==> config.mk <==
export PLATFORM = sky130hd
export DESIGN_NAME = command_relay_interlock_logic
export DESIGN_NICKNAME = d
export VERILOG_FILES = /design/src/relay_pkg.sv /design/src/command_relay_interlock_logic.sv /design/src/select_pair.sv
export SDC_FILE = /design/constraint.sdc
export NUM_CORES = 1
export LEC_CHECK = 0
export ABC_AREA = 1
export BUFFER_PORTS_ARGS = -buffer_cell sky130_fd_sc_hd__buf_4
export CAP_MARGIN = 25
export CORE_MARGIN = 8
export CORE_UTILIZATION = 45
export CTS_CLUSTER_DIAMETER = 40
export DETAILED_ROUTE_END_ITERATION = 6
export PLACE_DENSITY = 0.82
export SLEW_MARGIN = 15
export SYNTH_ARGS = -nofsm -noshare
export SYNTH_HDL_FRONTEND = slang
export SYNTH_HIERARCHICAL = 1
export SYNTH_SLANG_ARGS = --single-unit
==> constraint.sdc <==
create_clock -name core_clk -period 2.15 [get_ports core_clk]
set_clock_uncertainty 0.2 [all_clocks]
set_input_delay 0.3225 -clock core_clk [delete_from_list [all_inputs] [get_ports core_clk]]
set_output_delay 0.3225 -clock core_clk [all_outputs]
set_load 0.03 [all_outputs]
==> src/relay_pkg.sv <==
// Purpose: shared types and constants for the command relay interlock logic
// Assumes: one 25 MHz clock, synchronous active-high reset
// Notes:   command strobes travel as one packed struct
package relay_pkg;

    // telemetry source codes driven onto each subcarrier oscillator
    localparam logic [2:0] SRC_NONE     = 3'h0;
    localparam logic [2:0] SRC_COMM1    = 3'h1;
    localparam logic [2:0] SRC_COMM2    = 3'h2;
    localparam logic [2:0] SRC_VERIFY1  = 3'h3;
    localparam logic [2:0] SRC_VERIFY2  = 3'h4;
    localparam logic [2:0] SRC_SUN      = 3'h5;
    localparam logic [2:0] SRC_PROTON   = 3'h6;

    // low-frequency chain selections
    localparam logic [2:0] LF_OPEN      = 3'h0;
    localparam logic [2:0] LF_ROLL1     = 3'h1;
    localparam logic [2:0] LF_ROLL2     = 3'h2;
    localparam logic [2:0] LF_ROLLIDX1  = 3'h3;
    localparam logic [2:0] LF_ROLLIDX2  = 3'h4;
    localparam logic [2:0] LF_TIME      = 3'h5;
    localparam logic [2:0] LF_PITCH1    = 3'h6;
    localparam logic [2:0] LF_PITCH2    = 3'h7;

    // reset values of latched states
    localparam logic       RST_OFF      = 1'b0;
    localparam logic       RST_TIMING_A = 1'b1;   // side one of the timing unit powered
    localparam logic [2:0] RST_LF       = 3'h0;

    // one-cycle command strobes from either decoder
    typedef struct packed {
        logic beacon1_sel;
        logic beacon2_sel;
        logic beacon_none;
        logic comm1_on;
        logic comm2_on;
        logic comm_auto;
        logic comm_manual;
        logic tlm_oper;
        logic tlm_acq;
        logic lf_pitch1;
        logic lf_pitch2;
        logic lf_rollidx1;
        logic lf_rollidx2;
        logic lf_time;
        logic lf_roll1;
        logic lf_roll2;
        logic conv_on;
        logic conv_off;
        logic digital_disable;
        logic rad_on;
        logic rad_off;
        logic rad_cal;
        logic timing1_sel;
        logic timing2_sel;
        logic seq1_sel;
        logic seq2_sel;
        logic seq_none;
        logic cam1_sel;
        logic cam2_sel;
        logic cam_none;
        logic rec1_sel;
        logic rec2_sel;
        logic rec_none;
        logic rec_play;
        logic rec_advance;
        logic rec_stop;
        logic sband1_sel;
        logic sband2_sel;
        logic sband_on;
        logic sband_off;
        logic mux1_sel;
        logic mux2_sel;
    } cmd_t;

    // status inputs from programmer, commutators and recorders
    typedef struct packed {
        logic tone1;
        logic tone2;
        logic frame1;
        logic frame2;
        logic verify_dec1;
        logic verify_dec2;
        logic verify_prog;
        logic end_of_tape;
        logic prog_advance;
    } status_t;

    // latched power and selection outputs
    typedef struct packed {
        logic       beacon1;
        logic       beacon2;
        logic       comm1;
        logic       comm2;
        logic       comm_auto;
        logic       hk_bus;
        logic       digital_bus;
        logic       digital_tied;
        logic       sun_sensor;
        logic       converter;
        logic       tape_recorder;
        logic       radiometer;
        logic       rad_cal;
        logic       timing1;
        logic       timing2;
        logic       seq1;
        logic       seq2;
        logic       cam1;
        logic       cam2;
        logic       rec1;
        logic       rec2;
        logic       playback;
        logic       play_track2;
        logic       advance;
        logic       sband1_sel;
        logic       sband2_sel;
        logic       sband1_pwr;
        logic       sband2_pwr;
        logic       mux1_pwr;
        logic       mux2_pwr;
        logic       direct_picture;
        logic       playback_enable;
        logic [2:0] lf_source;
    } state_t;

endpackage : relay_pkg

==> src/command_relay_interlock_logic.sv <==
// Purpose: command distribution interlocks for telemetry, power and recorders
// Assumes: strobes and status come from logic on core_clk, except link release and tone/frame status
// Notes:   link release and tone/frame status are synchronised in two stages
`timescale 1ns/1ps
`default_nettype none
module command_relay_interlock_logic (
    input  wire logic              core_clk,
    input  wire logic              rst,
    input  wire relay_pkg::cmd_t   cmd,
    input  wire relay_pkg::status_t status,
    input  wire logic              link_release_pulse,
    output var  relay_pkg::state_t state,
    output var  logic [2:0]        sco_hi1,
    output var  logic [2:0]        sco_hi2,
    output var  logic              time_code_reset,
    output var  logic              scanner_off_pulse
);

    // two-stage synchronisers for pin-level inputs
    logic       rel_s1;
    logic       rel_s2;
    logic       rel_s3;
    logic [3:0] st_s1;
    logic [3:0] st_s2;
    always_ff @(posedge core_clk) begin
        if (rst) begin
            rel_s1 <= 1'b0;
            rel_s2 <= 1'b0;
            rel_s3 <= 1'b0;
            st_s1  <= 4'h0;
            st_s2  <= 4'h0;
        end else begin
            rel_s1 <= link_release_pulse;
            rel_s2 <= rel_s1;
            rel_s3 <= rel_s2;
            st_s1  <= {status.tone1, status.tone2, status.frame1, status.frame2};
            st_s2  <= st_s1;
        end
    end

    // one pulse per release edge
    wire logic rel_now = rel_s2 & ~rel_s3;
    wire logic tone1   = st_s2[3];
    wire logic tone2   = st_s2[2];
    wire logic frame1  = st_s2[1];
    wire logic frame2  = st_s2[0];

    // exclusive selection latches
    logic beacon1;
    logic beacon2;
    logic timing1;
    logic timing2;
    logic seq1;
    logic seq2;
    logic cam1;
    logic cam2;
    logic rec1;
    logic rec2;
    logic sb1;
    logic sb2;
    logic mx1;
    logic mx2;

    select_pair #(.RESET_A(relay_pkg::RST_OFF)) u_beacon (
        .core_clk (core_clk), .rst (rst),
        .pick_a (cmd.beacon1_sel), .pick_b (cmd.beacon2_sel), .pick_none (cmd.beacon_none),
        .sel_a (beacon1), .sel_b (beacon2));
    select_pair #(.RESET_A(relay_pkg::RST_TIMING_A)) u_timing (
        .core_clk (core_clk), .rst (rst),
        .pick_a (cmd.timing1_sel), .pick_b (cmd.timing2_sel), .pick_none (1'b0),
        .sel_a (timing1), .sel_b (timing2));
    select_pair #(.RESET_A(relay_pkg::RST_OFF)) u_seq (
        .core_clk (core_clk), .rst (rst),
        .pick_a (cmd.seq1_sel), .pick_b (cmd.seq2_sel), .pick_none (cmd.seq_none),
        .sel_a (seq1), .sel_b (seq2));
    select_pair #(.RESET_A(relay_pkg::RST_OFF)) u_cam (
        .core_clk (core_clk), .rst (rst),
        .pick_a (cmd.cam1_sel), .pick_b (cmd.cam2_sel), .pick_none (cmd.cam_none),
        .sel_a (cam1), .sel_b (cam2));
    select_pair #(.RESET_A(relay_pkg::RST_OFF)) u_rec (
        .core_clk (core_clk), .rst (rst),
        .pick_a (cmd.rec1_sel), .pick_b (cmd.rec2_sel), .pick_none (cmd.rec_none),
        .sel_a (rec1), .sel_b (rec2));
    select_pair #(.RESET_A(relay_pkg::RST_OFF)) u_sband (
        .core_clk (core_clk), .rst (rst),
        .pick_a (cmd.sband1_sel), .pick_b (cmd.sband2_sel), .pick_none (1'b0),
        .sel_a (sb1), .sel_b (sb2));
    select_pair #(.RESET_A(relay_pkg::RST_OFF)) u_mux (
        .core_clk (core_clk), .rst (rst),
        .pick_a (cmd.mux1_sel), .pick_b (cmd.mux2_sel), .pick_none (1'b0),
        .sel_a (mx1), .sel_b (mx2));

    // latched control state
    logic       comm1;
    logic       comm2;
    logic       comm_auto;
    logic       comm_hooked;
    logic       acq_mode;
    logic       converter;
    logic       tied;
    logic       radiometer;
    logic       rad_cal;
    logic       sband_on;
    logic       playback;
    logic       advance;
    logic [2:0] lf_source;
    logic       tone1_frame;
    logic       tone2_frame;

    // emergency tone acceptance gated by beacon power
    wire logic tone1_ok = tone1 & beacon1;
    wire logic tone2_ok = tone2 & beacon2;
    // tone held since frame start overrides automatic turn-off
    wire logic kill1    = frame1 & ~(tone1_ok & tone1_frame);
    wire logic kill2    = frame2 & ~(tone2_ok & tone2_frame);
    wire logic comm_kill = cmd.beacon_none | kill1 | kill2;

    wire logic next_comm1 = (cmd.comm1_on | tone1_ok) | (comm1 & ~comm_kill);
    wire logic next_comm2 = (cmd.comm2_on | tone2_ok) | (comm2 & ~comm_kill);
    wire logic next_auto  = (cmd.comm_auto | tone1_ok | tone2_ok) ? 1'b1 :
                            (cmd.comm_manual ? 1'b0 : comm_auto);
    // outputs rehooked by any commutator turn-on, unhooked by release
    wire logic next_hooked = (cmd.comm1_on | cmd.comm2_on | tone1_ok | tone2_ok) ? 1'b1 :
                             (rel_now ? 1'b0 : comm_hooked);

    // converter and radiometer interlock
    wire logic next_conv  = (cmd.conv_on | cmd.rad_on) ? 1'b1 :
                            (cmd.conv_off ? 1'b0 : converter);
    wire logic next_tied  = (cmd.conv_off | cmd.digital_disable) ? 1'b1 :
                            ((cmd.conv_on | cmd.rad_on) ? 1'b0 : tied);
    wire logic next_rad   = cmd.conv_off ? 1'b0 :
                            (cmd.rad_on ? 1'b1 : (cmd.rad_off ? 1'b0 : radiometer));
    wire logic next_cal   = cmd.rad_on ? 1'b0 :
                            (cmd.rad_cal ? 1'b1 : rad_cal);

    // transmitter power; release wins over on
    wire logic next_sband = (rel_now | cmd.sband_off) ? 1'b0 :
                            (cmd.sband_on ? 1'b1 : sband_on);
    wire logic sband_live = sband_on & (sb1 | sb2);

    // playback enabling conditions and terminating events
    wire logic play_ok    = (rec1 | rec2) & sband_live & ~status.end_of_tape;
    wire logic rec_change = cmd.rec1_sel | cmd.rec2_sel | cmd.rec_none;
    wire logic play_end   = cmd.rec_stop | rel_now | status.end_of_tape | rec_change |
                            cmd.sband_off;
    wire logic next_play  = play_end ? 1'b0 :
                            ((cmd.rec_play | playback) & play_ok);
    wire logic next_adv   = (cmd.rec_stop | rel_now) ? 1'b0 :
                            (cmd.rec_advance ? 1'b1 : advance);

    // low-frequency chain source, last command wins
    wire logic [2:0] next_lf =
        cmd.lf_pitch1   ? relay_pkg::LF_PITCH1   :
        cmd.lf_pitch2   ? relay_pkg::LF_PITCH2   :
        cmd.lf_rollidx1 ? relay_pkg::LF_ROLLIDX1 :
        cmd.lf_rollidx2 ? relay_pkg::LF_ROLLIDX2 :
        cmd.lf_time     ? relay_pkg::LF_TIME     :
        cmd.lf_roll1    ? relay_pkg::LF_ROLL1    :
        cmd.lf_roll2    ? relay_pkg::LF_ROLL2    : lf_source;

    wire logic next_acq = cmd.tlm_acq ? 1'b1 : (cmd.tlm_oper ? 1'b0 : acq_mode);

    // priority trees for the higher subcarrier of each beacon
    wire logic       verify  = status.verify_prog | status.verify_dec1 | status.verify_dec2;
    wire logic       c1_out  = comm1 & comm_hooked;
    wire logic       c2_out  = comm2 & comm_hooked;
    wire logic [2:0] sensor  = acq_mode ? relay_pkg::SRC_SUN : relay_pkg::SRC_PROTON;
    wire logic [2:0] ver_src1 = (status.verify_dec1 | status.verify_prog) ?
                                relay_pkg::SRC_VERIFY1 : relay_pkg::SRC_VERIFY2;
    wire logic [2:0] next_sco1 = c1_out ? relay_pkg::SRC_COMM1 :
                                 c2_out ? relay_pkg::SRC_COMM2 :
                                 verify ? ver_src1 : sensor;
    wire logic [2:0] next_sco2 = c2_out ? relay_pkg::SRC_COMM2 :
                                 c1_out ? relay_pkg::SRC_COMM1 :
                                 verify ? relay_pkg::SRC_VERIFY2 : sensor;

    // telemetry and commutator latches
    always_ff @(posedge core_clk) begin
        if (rst) begin
            comm1       <= relay_pkg::RST_OFF;
            comm2       <= relay_pkg::RST_OFF;
            comm_auto   <= relay_pkg::RST_OFF;
            comm_hooked <= relay_pkg::RST_OFF;
            acq_mode    <= relay_pkg::RST_OFF;
            lf_source   <= relay_pkg::RST_LF;
            tone1_frame <= relay_pkg::RST_OFF;
            tone2_frame <= relay_pkg::RST_OFF;
        end else begin
            comm1       <= next_comm1;
            comm2       <= next_comm2;
            comm_auto   <= next_auto;
            comm_hooked <= next_hooked;
            acq_mode    <= next_acq;
            lf_source   <= next_lf;
            // tone seen continuously since last frame pulse
            tone1_frame <= frame1 ? tone1_ok : (tone1_frame & tone1_ok);
            tone2_frame <= frame2 ? tone2_ok : (tone2_frame & tone2_ok);
        end
    end

    // power, recorder and transmitter latches
    always_ff @(posedge core_clk) begin
        if (rst) begin
            converter  <= relay_pkg::RST_OFF;
            tied       <= relay_pkg::RST_OFF;
            radiometer <= relay_pkg::RST_OFF;
            rad_cal    <= relay_pkg::RST_OFF;
            sband_on   <= relay_pkg::RST_OFF;
            playback   <= relay_pkg::RST_OFF;
            advance    <= relay_pkg::RST_OFF;
        end else begin
            converter  <= next_conv;
            tied       <= next_tied;
            radiometer <= next_rad;
            rad_cal    <= next_cal;
            sband_on   <= next_sband;
            playback   <= next_play;
            advance    <= next_adv;
        end
    end

    // registered outputs
    always_ff @(posedge core_clk) begin
        if (rst) begin
            state             <= '0;
            sco_hi1           <= relay_pkg::SRC_NONE;
            sco_hi2           <= relay_pkg::SRC_NONE;
            time_code_reset   <= 1'b0;
            scanner_off_pulse <= 1'b0;
        end else begin
            state.beacon1         <= beacon1;
            state.beacon2         <= beacon2;
            state.comm1           <= comm1;
            state.comm2           <= comm2;
            state.comm_auto       <= comm_auto;
            state.hk_bus          <= comm1 | comm2;
            state.digital_bus     <= converter | (tied & (comm1 | comm2));
            state.digital_tied    <= tied;
            state.sun_sensor      <= acq_mode;
            state.converter       <= converter;
            state.tape_recorder   <= converter;
            state.radiometer      <= radiometer & converter;
            state.rad_cal         <= rad_cal;
            state.timing1         <= timing1;
            state.timing2         <= timing2;
            state.seq1            <= seq1;
            state.seq2            <= seq2;
            state.cam1            <= cam1;
            state.cam2            <= cam2;
            state.rec1            <= rec1;
            state.rec2            <= rec2;
            state.playback        <= playback;
            state.play_track2     <= cam2;
            state.advance         <= advance | status.prog_advance;
            state.sband1_sel      <= sb1;
            state.sband2_sel      <= sb2;
            state.sband1_pwr      <= sband_on & sb1;
            state.sband2_pwr      <= sband_on & sb2;
            state.mux1_pwr        <= sband_live & mx1;
            state.mux2_pwr        <= sband_live & mx2;
            state.playback_enable <= sband_live;
            state.direct_picture  <= (cam1 | cam2) & (rec1 | rec2) & sband_live;
            state.lf_source       <= lf_source;
            sco_hi1               <= next_sco1;
            sco_hi2               <= next_sco2;
            time_code_reset       <= cmd.timing1_sel | cmd.timing2_sel;
            scanner_off_pulse     <= cmd.seq_none;
        end
    end

endmodule : command_relay_interlock_logic
`default_nettype wire

==> src/select_pair.sv <==
// Purpose: mutually exclusive two-way selection latch
// Assumes: strobes are single-cycle; reset value set by parameter
// Notes:   one side at most, or exactly one when no neither strobe is wired and RESET_A is set
`timescale 1ns/1ps
`default_nettype none
module select_pair #(
    parameter logic RESET_A = 1'b0
) (
    input  wire logic core_clk,
    input  wire logic rst,
    input  wire logic pick_a,
    input  wire logic pick_b,
    input  wire logic pick_none,
    output var  logic sel_a,
    output var  logic sel_b
);

    // later strobe in priority order: none beats b beats a
    wire logic next_a = pick_none ? 1'b0 : (pick_b ? 1'b0 : (pick_a ? 1'b1 : sel_a));
    wire logic next_b = pick_none ? 1'b0 : (pick_b ? 1'b1 : (pick_a ? 1'b0 : sel_b));

    always_ff @(posedge core_clk) begin
        if (rst) begin
            sel_a <= RESET_A;
            sel_b <= 1'b0;
        end else begin
            sel_a <= next_a;
            sel_b <= next_b;
        end
    end

endmodule : select_pair
`default_nettype wire

Word-level counts from Yosys, hierarchy flattened

Cells that the tools add are included.

Flip-flop bits (word level): 83
Logic and storage cells: 211
Bits of input ports: 54
Output and inout port bits: 43

Muxes and demuxes: 45
Bitwise logic cells: 58
Reductions and logical operators: 34

Operators with widths:

| operator           | count |
|---|---|
| 1-bit two-way mux  | 31 |
| 1-bit bitwise OR   | 30 |
| 2-bit OR reduction | 14 |
| 3-bit two-way mux  | 9 |
| 2-bit nonzero test | 13 |
| 1-bit AND          | 23 |
| 3-bit OR reduction | 5 |
| 2-bit two-way mux  | 5 |
| 7-bit nonzero test | 1 |
| 6-bit nonzero test | 1 |
| 1-bit inverter     | 5 |

Depth between registers and ports, before layout

Gate-level depths: netlist of the first run.

Depth after elaboration: 9
Depth in mapped cells: 5
Mapped depth without buffers: 5

Hierarchy

The synthesis of the first run kept the hierarchy.

By module, submodules not included:

| module                        | area an instance (µm²) | cells each | seq. area each (µm²) | instances |
|---|---|---|---|---|
| command_relay_interlock_logic | 2225.9                 | 261        | 1381.3               | 1 |
| select_pair at u_beacon ...   | 91.3                   | 12         | 40.0                 | 6 |
| select_pair at u_timing       | 92.6                   | 14         | 40.0                 | 1 |

Worst setup path before layout of the first run

Ideal clock, no wire load.

Kind: reg2out
Start point: reg state[12] (netlist name)
End point: out state[16] (netlist bit)
Data arrival time: 0.700 ns
Cell stages (with the launch flop): 2
Slack: 0.928 ns
Data required time: 1.627 ns
Path buffers: 1
Cell sequence: dfxtp_1 buf_4

RTL lines:

| item      | RTL line                            | source |
|---|---|---|
| to (decl) | command_relay_interlock_logic.sv:12 | `output var relay_pkg::state_t state,` |

Worst setup path after layout of the first run

Start point: in status[4] (netlist bit)
End point: reg sco_hi1[2]

Longest elaborated chain between the ends: 3
Elaborated cells on any way between the ends: 4
Those cells by class: mux (2); bitwise (2)

Ends and longest elaborated chain:

| item                                                  | RTL line                                                                   | source |
|---|---|---|
| from (decl)                                           | command_relay_interlock_logic.sv:10                                        | `input wire relay_pkg::status_t status,` |
| 1-bit bitwise OR (*)                                  | command_relay_interlock_logic.sv:164, command_relay_interlock_logic.sv:168 |  |
| 3-bit two-way mux or 1-bit bitwise OR (tied branches) | command_relay_interlock_logic.sv:168, command_relay_interlock_logic.sv:164 |  |
| 3-bit two-way mux (*)                                 | command_relay_interlock_logic.sv:172                                       | `verify ? ver_src1 : sensor;` |
| to (signal assigned)                                  | command_relay_interlock_logic.sv:226                                       | `sco_hi1 <= relay_pkg::SRC_NONE;` |
| to (signal assigned)                                  | command_relay_interlock_logic.sv:264                                       | `sco_hi1 <= next_sco1;` |
| to (decl)                                             | command_relay_interlock_logic.sv:13                                        | `output var logic [2:0] sco_hi1,` |

Mark *: on every way between the ends. The rest lies on a longest branch, timed or not.
A chain may end at the register's enable or synchronous reset.

==> results of run 1 <==
final timing paths:
check	endpoint	slack (ns)	cells past startpoint
setup reg to reg	sco_hi1[2]$_SDFF_PP0_	0.52	4
hold / removal	u_mux/sel_a$_SDFFE_PP0P_	0.02	4
setup / recovery	sco_hi1[2]$_SDFF_PP0_	0.39	4
hold reg to reg	st_s2[1]$_SDFF_PP0_	0.21	2
routing by layer:
layer	share of wire, %	wire length [microns]	vias to the layer above
li1	-	-	1255
met1	39	2520	1058
met2	52	3300	67
met3	8.0	508	6
met4	1.1	68	0
met5	0	0	-
stage by stage:
step | instance area (sq um) | total power [uW] | hold WS (ns) | std cells
global route | 3960 | 3220 | 0.0210 | 545
CTS | 3960 | 3110 | 0.00235 | 545
detailed placement | 3640 | 2040 | 0.195 | 517
global placement | 3640 | 2030 | 0.192 | 517
finish | 3960 | 3080 | 0.0200 | 545
floorplan | 2880 | 1870 | 0.188 | 350
cell type report:
| cell class | instances | area [sq um] | area share, % |
|---|---|---|---|
| Clock inverter | 3 | 18.8 | 0.474 |
| Multi-Input combinational cell | 180 | 855 | 21.6 |
| Timing Repair Buffer | 110 | 856 | 21.6 |
| Tap cell | 77 | 96.3 | 2.43 |
| Clock buffer | 13 | 179 | 4.52 |
| Sequential cell | 83 | 1660 | 41.9 |
| Inverter | 79 | 297 | 7.48 |
worst max-delay path: stages:
cell,delay (ns)
dlygate4sd3_1,0.54
buf_4,0.14
nor4_1,0.26
dlygate4sd3_1,0.58
registers in the layout, summed over array words and instances, names as in the netlist, 3 cells and up:
name       flops
st_s2          4
state         33
lf_source      3
sco_hi1        3
st_s1          4
sco_hi2        3
power groups by stage:
stage          registers [uW]  logic, uW  clock network [uW]
6_report                 1630        383                1070
2_1_floorplan            1730        143                   0
5_1_grt                  1640        419                1160
4_1_cts                  1630        385                1100
3_5_place_dp             1670        366                   0
3_3_place_gp             1670        358                   0
Yosys cell counts:
| cell type | number | area (sq um) |
|---|---|---|
| nor4_1 | 1 | 6.26 |
| or2_4 | 1 | 8.76 |
| nor2_2 | 7 | 43.8 |
| o22ai_2 | 1 | 12.5 |
| dfxtp_1 | 83 | 1660 |
| nand3_2 | 6 | 60.1 |
| o211ai_1 | 2 | 15.0 |
| conb_1 | 1 | 3.75 |
| nand3b_1 | 1 | 7.51 |
| buf_2 | 1 | 5.00 |
| inv_2 | 19 | 71.3 |
| inv_1 | 60 | 225 |
| buf_4 | 5 | 37.5 |
| o31ai_1 | 1 | 7.51 |
| nand2_2 | 1 | 6.26 |
| buf_6 | 2 | 22.5 |
| nor2_1 | 77 | 289 |
| nor3_1 | 9 | 45.0 |
| a21oi_1 | 8 | 40.0 |
| nand4_1 | 4 | 25.0 |
| a21oi_2 | 7 | 61.3 |
| nand3_1 | 5 | 25.0 |
| nand2_1 | 33 | 124 |
| or2_1 | 2 | 12.5 |
| o21ai_0 | 10 | 50.1 |
kinds of logic after synthesis:
kind of cell    count (synthesis)  synth area share [%]
compound gates                 29                  6.50
other cells                     1                 0.131
buf+inv                        87                  12.6
flops                          83                  58.0
simple gates                  147                  22.8
repair_timing:
action / 4_1_cts / 5_1_grt
hold buffers: 12 / 0
endpoints found under the hold margin: 10 / 0
gates resized for setup: 0 / 0
==> flow_metrics.tcl, run 1 <==
set metrics [dict create \
    grt_overflow_total 0 \
    drt.antenna.violating_nets 0 \
    n_fill_cell 545 \
    post_cts_buffers 0 \
    core_region_area_sq_um 6240 \
    grtUsageMet1_pct 14.3 \
    hp-start "cmd[0]" \
    r2r_start "comm1$_SDFF_PP0_" \
    cts_tree "built" \
    required_ns 2.23 \
    yosysUniqueCellTypes 25 \
    min-delay-path-class "in2reg" \
    yosysWarnings 6 \
    fmax_mhz 568 \
    finalSetupViolations 0 \
    die_x_microns 95.8 \
    grt_usage_pct 13.8 \
    hold_viol_final 0 \
    grt_max_degree 40 \
    end_kind "register" \
    p_per_area_nw_per_um2 778 \
    seq_area_frac_synth_pct 58.0 \
    hpwl_mm 4.84 \
    status "completed" \
    cts.path.max_buffers 2 \
    p_switching_uw 760 \
    grt_pass1_vias 2340 \
    clkSinkCount 83 \
    setup-tns-final_ns 0 \
    synth_area_sq_um 2870 \
    clock_power_share_pct 34.6 \
    post-route-period-util_pct 81.9 \
    drive_gt1_share_pct 33.3 \
    clk-insertion-delay-late_ns 0.33 \
    rsz0062_at_grt "false" \
    p_leak_uw 0.00197 \
    diodes 0 \
    p_comb_share_pct 12.4 \
    top_usage_layer "met2" \
    ys_ff_latch 83 \
    critPathMaxFanout 2 \
    nNetsFinal 517 \
    die_y_microns 95.8 \
    final_cell_mix "buf_4, dfxtp_1, nor2_1, inv_1, nand2_1" \
    fin_util_pct 63.5 \
    place_ws_ns 0.596 \
    drcViolationCount 0 \
    cts_max_level 3 \
    wirelength_mm 6.39 \
    cts-root-buf "clkbuf_8" \
    drtIter0Drc 79 \
    met2_usage_pct 24.6 \
    vias 2386 \
    wl_per_cell_microns 11.7 \
    arrival_ns 1.84 \
    finalWorstSetupSlack_ns 0.390 \
    layout_commonest_cell "buf_4" \
    io_pins 97 \
    syn_avg_cell_area_sq_um 8.26 \
    critPathLaunchType "input port" \
    period_minus_slack_ns 1.76 \
    maxCapViolations 0 \
    first_pass_iters 4 \
    portBuffers 96 \
    peakVddDrop_v 0.000407 \
    netlist_instances 347 \
    via_per_inst 4.38 \
    seq_power_share_pct 53.0 \
    routabilityCongestion 0.815 \
    critPathKind "in2reg" \
    intPower_uw 2320 \
    cts_buffers 9 \
    grt_use_met3_pct 4.29 \
    num_rows 29 \
    grt_pass1_wl_mm 9.93 \
    grt_antenna_before_repair 0 \
    start_util_pct 45.9 \
    area_growth_pct 38.2 \
    slew_violations 0 \
    startpoint "status[4]" \
    p_sw_share_pct 24.7 \
    cts.clk_slew.worst_paths_ns 0.08 \
    die_area_sq_um 9180 \
]
No activity file was read; power rests on OpenSTA's default activity.
==> run 2: changes to the inputs <==
ABC_AREA = 0   (was 1)
CORE_UTILIZATION = 44   (was 45)
PLACE_DENSITY = 0.84   (was 0.82)
clock period = 1.55 ns   (was 2.15 ns; I/O delays follow)
==> run 2 against run 1 <==
Highest routed layer unchanged. Sequential share of layout area is 2.0 points lower. Critical path type unchanged. Via count is 5.7% lower. Largest power group unchanged. Critical path depth is 1 higher. Register-to-register slack worse by 0.23 ns. Synthesized cell count is 28% lower. Design area is 5.1% higher. Clock-buffer cell count is 1 lower. Total power is 36% higher. Sequential power is 39% higher.
==> flow_metrics.tcl, run 2 <==
set metrics [dict create \
    status "completed" \
    routabilityCongestion 0.797 \
    clkSinkCount 83 \
    first_pass_iters 4 \
    p_leak_uw 0.00187 \
    area_growth_pct 53.5 \
    die_y_microns 94.5 \
    holdPathEnd "lf_source[1]$_SDFFE_PP0P_" \
    syn_avg_cell_area_sq_um 10.9 \
    synth_edf_count 0 \
    grt_usage_pct 15.7 \
    finalSetupViolations 0 \
    critPathLaunchType "input port" \
    peakVddDrop_v 0.000602 \
    cts_max_level 3 \
    post-route-period-util_pct 94.5 \
    critPathMaxFanout 4 \
    clk-insertion-delay-late_ns 0.33 \
    grt_max_degree 34 \
    grt_overflow_total 0 \
    die_x_microns 94.5 \
    rsz0062_at_grt "false" \
    n_fill_cell 458 \
    dpl_cell_area_sq_um 3520 \
    cts.path.max_buffers 2 \
    synth_top_cells_by_count "dfxtp_1, nor2b_1, nor2_1, a21oi_1" \
    drcViolationCount 0 \
    wirelength_mm 6.97 \
    finish.instance_area_sq_um 4160 \
    r2r_slack_ns 0.29 \
    ys_ff_latch 83 \
    wl_per_cell_microns 14.5 \
    drtIter0Drc 65 \
    yosys-top-cells-area "dfxtp_1, nor2b_1, nor2_1, nor4_2, o21a_1" \
    min-delay-path-class "in2reg" \
    slew_violations 0 \
    period_minus_slack_ns 1.46 \
    synthArstFlopShare_pct 0 \
    maxCapViolations 0 \
    seq_area_frac_synth_pct 61.3 \
    io_pins 97 \
    post_cts_buffers 0 \
    ys.flop_type "dfxtp_1" \
    grt_antenna_before_repair 0 \
    required_ns 1.57 \
    yosysUniqueCellTypes 42 \
    grt_pass1_vias 2277 \
    cts.clk_slew.worst_paths_ns 0.08 \
    grt_pass1_wl_mm 10.9 \
    fmax_mhz 683 \
    largest_register_ffs 33 \
    finalPower_uw 4210 \
    final_cell_mix "buf_4, dfxtp_1, dlygate4sd3_1, nor2b_1, nor2_1" \
    drive_gt1_share_pct 32.4 \
    regMostFlops "state" \
    p_per_area_nw_per_um2 1010 \
    core_region_area_sq_um 5960 \
    synth_top_area_share_pct 61.3 \
    cts-root-buf "clkbuf_8" \
    r2r-end "sco_hi1[2]$_SDFF_PP0_" \
    setup-tns-final_ns 0 \
    yosys.area.top_type "dfxtp_1" \
    die_area_sq_um 8930 \
    largestRegisters "state (33), st_s1 (4), st_s2 (4)" \
    r2r_start "comm2$_SDFF_PP0_" \
    arrival_ns 1.49 \
    via_per_inst 4.67 \
    synth_area_sq_um 2710 \
    nNetsFinal 453 \
    layout_commonest_cell "buf_4" \
    hp-start "cmd[27]" \
    start_util_pct 45.5 \
    synth.most_common_cell "dfxtp_1" \
    netlist_instances 249 \
    vias 2250 \
    hpwl_mm 4.62 \
    end_kind "register" \
    drt.antenna.violating_nets 0 \
    portBuffers 96 \
    critPathKind "in2reg" \
    hold_viol_final 0 \
    ff2ff_path_depth 3 \
    num_rows 28 \
    yosysWarnings 6 \
    holdPathStages 4 \
    cts_tree "built" \
    cts_buffers 9 \
]
[run 2: changes by cell type after synthesis, moves of 7 or more]
cell     previous run  this run
o21a_1              0         7
nand2_1            33         4
inv_2              19         0
inv_1              60         7
nor2b_1             0        40
nor2_2              7         0
nor2_1             77        32
nor4_2              0         7
[run 2: how the worst max path moves through the flow]
stage / startpoint / to / slack (ns) / cells past startpoint
3_5_place_dp: rst / tone2_frame$_SDFF_PP0_ / 0.21 / 4
5_1_grt: status[4] / sco_hi2[0]$_SDFF_PP0_ / 0.04 / 5
3_3_place_gp: rst / comm1$_SDFF_PP0_ / 0.23 / 4
2_1_floorplan: rel_s2$_SDFF_PP0_ / playback$_SDFF_PP0_ / 0.39 / 3
4_1_cts: cmd[22] / rad_cal$_SDFFE_PP0P_ / 0.02 / 4
6_report: status[2] / sco_hi2[0]$_SDFF_PP0_ / 0.09 / 5
[run 2: cell type report]
cell class	count	area (sq um)	area share, %
tap	75	93.8	2.25
inverter	7	26.3	0.631
clock buffer	12	155	3.73
multi-input combinational	156	1000	24.1
sequential	83	1660	39.9
antenna	3	7.51	0.180
timing repair buffer	142	1190	28.6
clock inverter	4	25.0	0.601
[run 2: cell families after synthesis]
logic type      share of synthesized area [%]
other cells                             0.138
compound gates                           11.2
buf+inv                                  2.86
simple gates                             24.6
flops                                    61.3
[run 2: repair_timing]
| item | 4_1_cts | 5_1_grt |
|---|---|---|
| gates resized for setup | 0 | 3 |
| endpoints found under the hold margin | 37 | 1 |
| endpoints found under the setup margin | 0 | 2 |
| hold buffers | 43 | 1 |
[run 2: critical path, stage by stage]
cell,delay [ns]
dlygate4sd3_1,0.53
buf_4,0.16
nor3_2,0.21
nand2_1,0.08
a221oi_1,0.27
[run 2: where the power goes]
group / switching (uW) / total (uW) / internal [uW]
Sequential: 49.3 / 2270 / 2220
Combinational: 261 / 557 / 295
Clock: 714 / 1380 / 665
[run 2: stage by stage]
step | utilization (%) | std cells | setup slack [ns] | hold WS (ns)
floorplan | - | 254 | 0.386 | 0.101
global placement | 59.1 | 419 | 0.234 | 0.207
detailed placement | 59.1 | 419 | 0.207 | 0.209
CTS | 69.4 | 478 | 0.0210 | 0.00360
global route | 69.8 | 479 | 0.0415 | 0.00570
finish | 69.9 | 482 | 0.0858 | 0.0173
[run 2: layer usage]
layer	wire length [microns]	GRT usage (%)
met2	3990	30.5
met3	426	5.08
met1	2480	14.6
met5	0	0
met4	70	6.63
==> run 3: changes to the inputs <==
REMOVE_ABC_BUFFERS = 1   (was default)
clock period = 1.2 ns   (was 1.55 ns; I/O delays follow)
==> run 3 against run 2 <==
The run now ends with hold timing, setup timing left. Worst setup slack lost 0.095 ns. Total power grew 32%. Clock power grew 30%. Wire length grew 5.9%. First-iteration DRC count shrank 28%. Sequential power grew 30%. Via count grew 4.7%. Register-to-register slack lost 0.30 ns. Non-clock buffer count grew 15. Sequential share of layout area shrank 1.5 points. Critical path type is now reg2reg. Highest routed layer unchanged.
==> flow_metrics.tcl, run 3 (same netlist as run 2, synthesis figures left out) <==
set metrics [dict create \
    status "finished, violations left" \
    violations "hold timing, setup timing" \
    maxCapViolations 0 \
    highest_layer "met4" \
    portBuffers 96 \
    peakVddDrop_v 0.000697 \
    required_ns 1.26 \
    regMostFlops "state" \
    start_util_pct 45.5 \
    max_stage_delay_ns 0.37 \
    dpl_cell_area_sq_um 3630 \
    finalWorstSetupSlack_ns -0.00927 \
    setup-tns-final_ns -0.00927 \
    hp-start "cmd[9]" \
    critPathLaunchType "register" \
    post_cts_buffers 0 \
    r2r_start "comm2$_SDFF_PP0_" \
    die_area_sq_um 8930 \
    die_y_microns 94.5 \
    diodes 0 \
    ff2ff_path_depth 3 \
    clkSinkCount 83 \
    p_leak_uw 0.00199 \
    core_region_area_sq_um 5960 \
    min-delay-path-class "in2reg" \
    cts.clk_slew.worst_paths_ns 0.08 \
    hold_slack_ns -0.171 \
    clk-insertion-delay-late_ns 0.34 \
    finish.instance_area_sq_um 4490 \
    cts_buffers 9 \
    arrival_ns 1.27 \
    layout_commonest_cell "buf_4" \
    drt.antenna.violating_nets 0 \
    hold_viol_final 9 \
    rsz0062_at_grt "true" \
    finalPower_uw 5550 \
    num_rows 28 \
    cts_tree "built" \
    holdBufCountCts 43 \
    grt_usage_pct 16.3 \
    wirelength_mm 7.38 \
    final_cell_mix "buf_4, dfxtp_2, dlygate4sd3_1, buf_6, nor2b_1" \
    drive_gt1_share_pct 47.8 \
    fin_util_pct 75.4 \
    fmax_mhz 827 \
    path_cells "or2_4, a21oi_2, nor3b_2" \
    r2r_slack_ns -0.009 \
    io_pins 97 \
    hpwl_mm 4.78 \
    r2r-end "sco_hi1[2]$_SDFF_PP0_" \
    crit_slowest_cell "dfxtp_4" \
    grt_antenna_before_repair 0 \
    p_per_area_nw_per_um2 1240 \
    cts.path.max_buffers 2 \
    slew_violations 0 \
    largestRegisters "state (33), st_s1 (4), st_s2 (4)" \
    wl_met1_mm 2.66 \
    holdPathStages 2 \
    cts-root-buf "clkbuf_8" \
    grt_overflow_total 0 \
    wl_per_cell_microns 15.0 \
    routabilityCongestion 0.878 \
    first_pass_iters 4 \
    finalSetupViolations 1 \
    period_minus_slack_ns 1.21 \
    critPathKind "reg2reg" \
    crit_end "sco_hi1[2]$_SDFF_PP0_" \
    grt_pass1_vias 2441 \
    die_x_microns 94.5 \
    drcViolationCount 0 \
    startpoint "comm2$_SDFF_PP0_" \
    drtIter0Drc 47 \
    post-route-period-util_pct 101 \
    cts_max_level 3 \
    met2_length_mm 4.09 \
    area_growth_pct 65.6 \
    largest_register_ffs 33 \
    end_kind "register" \
    critPathMaxFanout 5 \
    vias 2355 \
    via_per_inst 4.78 \
    route.met3.wl_microns 478 \
    nNetsFinal 468 \
    grt_max_degree 20 \
    grt_pass1_wl_mm 11.3 \
]
-- run 3: cell types whose count changed in the layout (fill, tap and decap cells not counted), sizes merged --
cell and delta:
clkbuf +1, buf +16, clkinvlp -2, dlymetal6s4s -1, diode -3
-- run 3: timing repair --
item | 4_1_cts | 5_1_grt
cloned | 0 | 0
pin swaps | 0 | 5
resized for setup | 38 | 65
endpoints found under the hold margin | 42 | 8
endpoints found under the setup margin | 24 | 50
-- run 3: worst max-delay path: cells and delay by family, from the launching register on --
family,cells,cell delay [ns]
compound gates,1,0.14
simple gates,2,0.43
flops,1,0.37
-- run 3: how the worst min path moves through the flow --
stage,to
after CTS,u_rec/sel_a$_SDFFE_PP0P_
after floorplan,sco_hi2[2]$_SDFF_PP0_
final,u_rec/sel_a$_SDFFE_PP0P_
after detailed placement,u_mux/sel_a$_SDFFE_PP0P_
after global placement,u_seq/sel_a$_SDFFE_PP0P_
after global routing,u_rec/sel_a$_SDFFE_PP0P_
-- run 3: layout make-up --
cell class	count	area, sq um
inverter	7	26.3
sequential	83	1730
fill	380	1460
multi-input combinational	156	1020
timing repair buffer	157	1450
clock inverter	2	10.0
tap	75	93.8
clock buffer	13	169
-- run 3: per-stage QoR --
stage          setup slack, ns  cells
6_report              -0.00927    493
5_1_grt                -0.0608    493
4_1_cts                -0.0174    493
3_5_place_dp           -0.0847    435
3_3_place_gp           0.00808    435
2_1_floorplan           0.0362    246
-- run 3: power by group --
| part | total [uW] | switching, uW | internal (uW) |
|---|---|---|---|
| clock | 1790 | 883 | 905 |
| combinational | 804 | 357 | 447 |
| sequential | 2960 | 74.1 | 2890 |
| total | 5550 | 1310 | 4240 |
-- run 3: metal layers --
metal	vias to the layer above	GRT usage, %
met5	-	0
met2	66	30.3
li1	1157	-
met3	17	5.71
met1	1115	15.4
met4	0	8.58
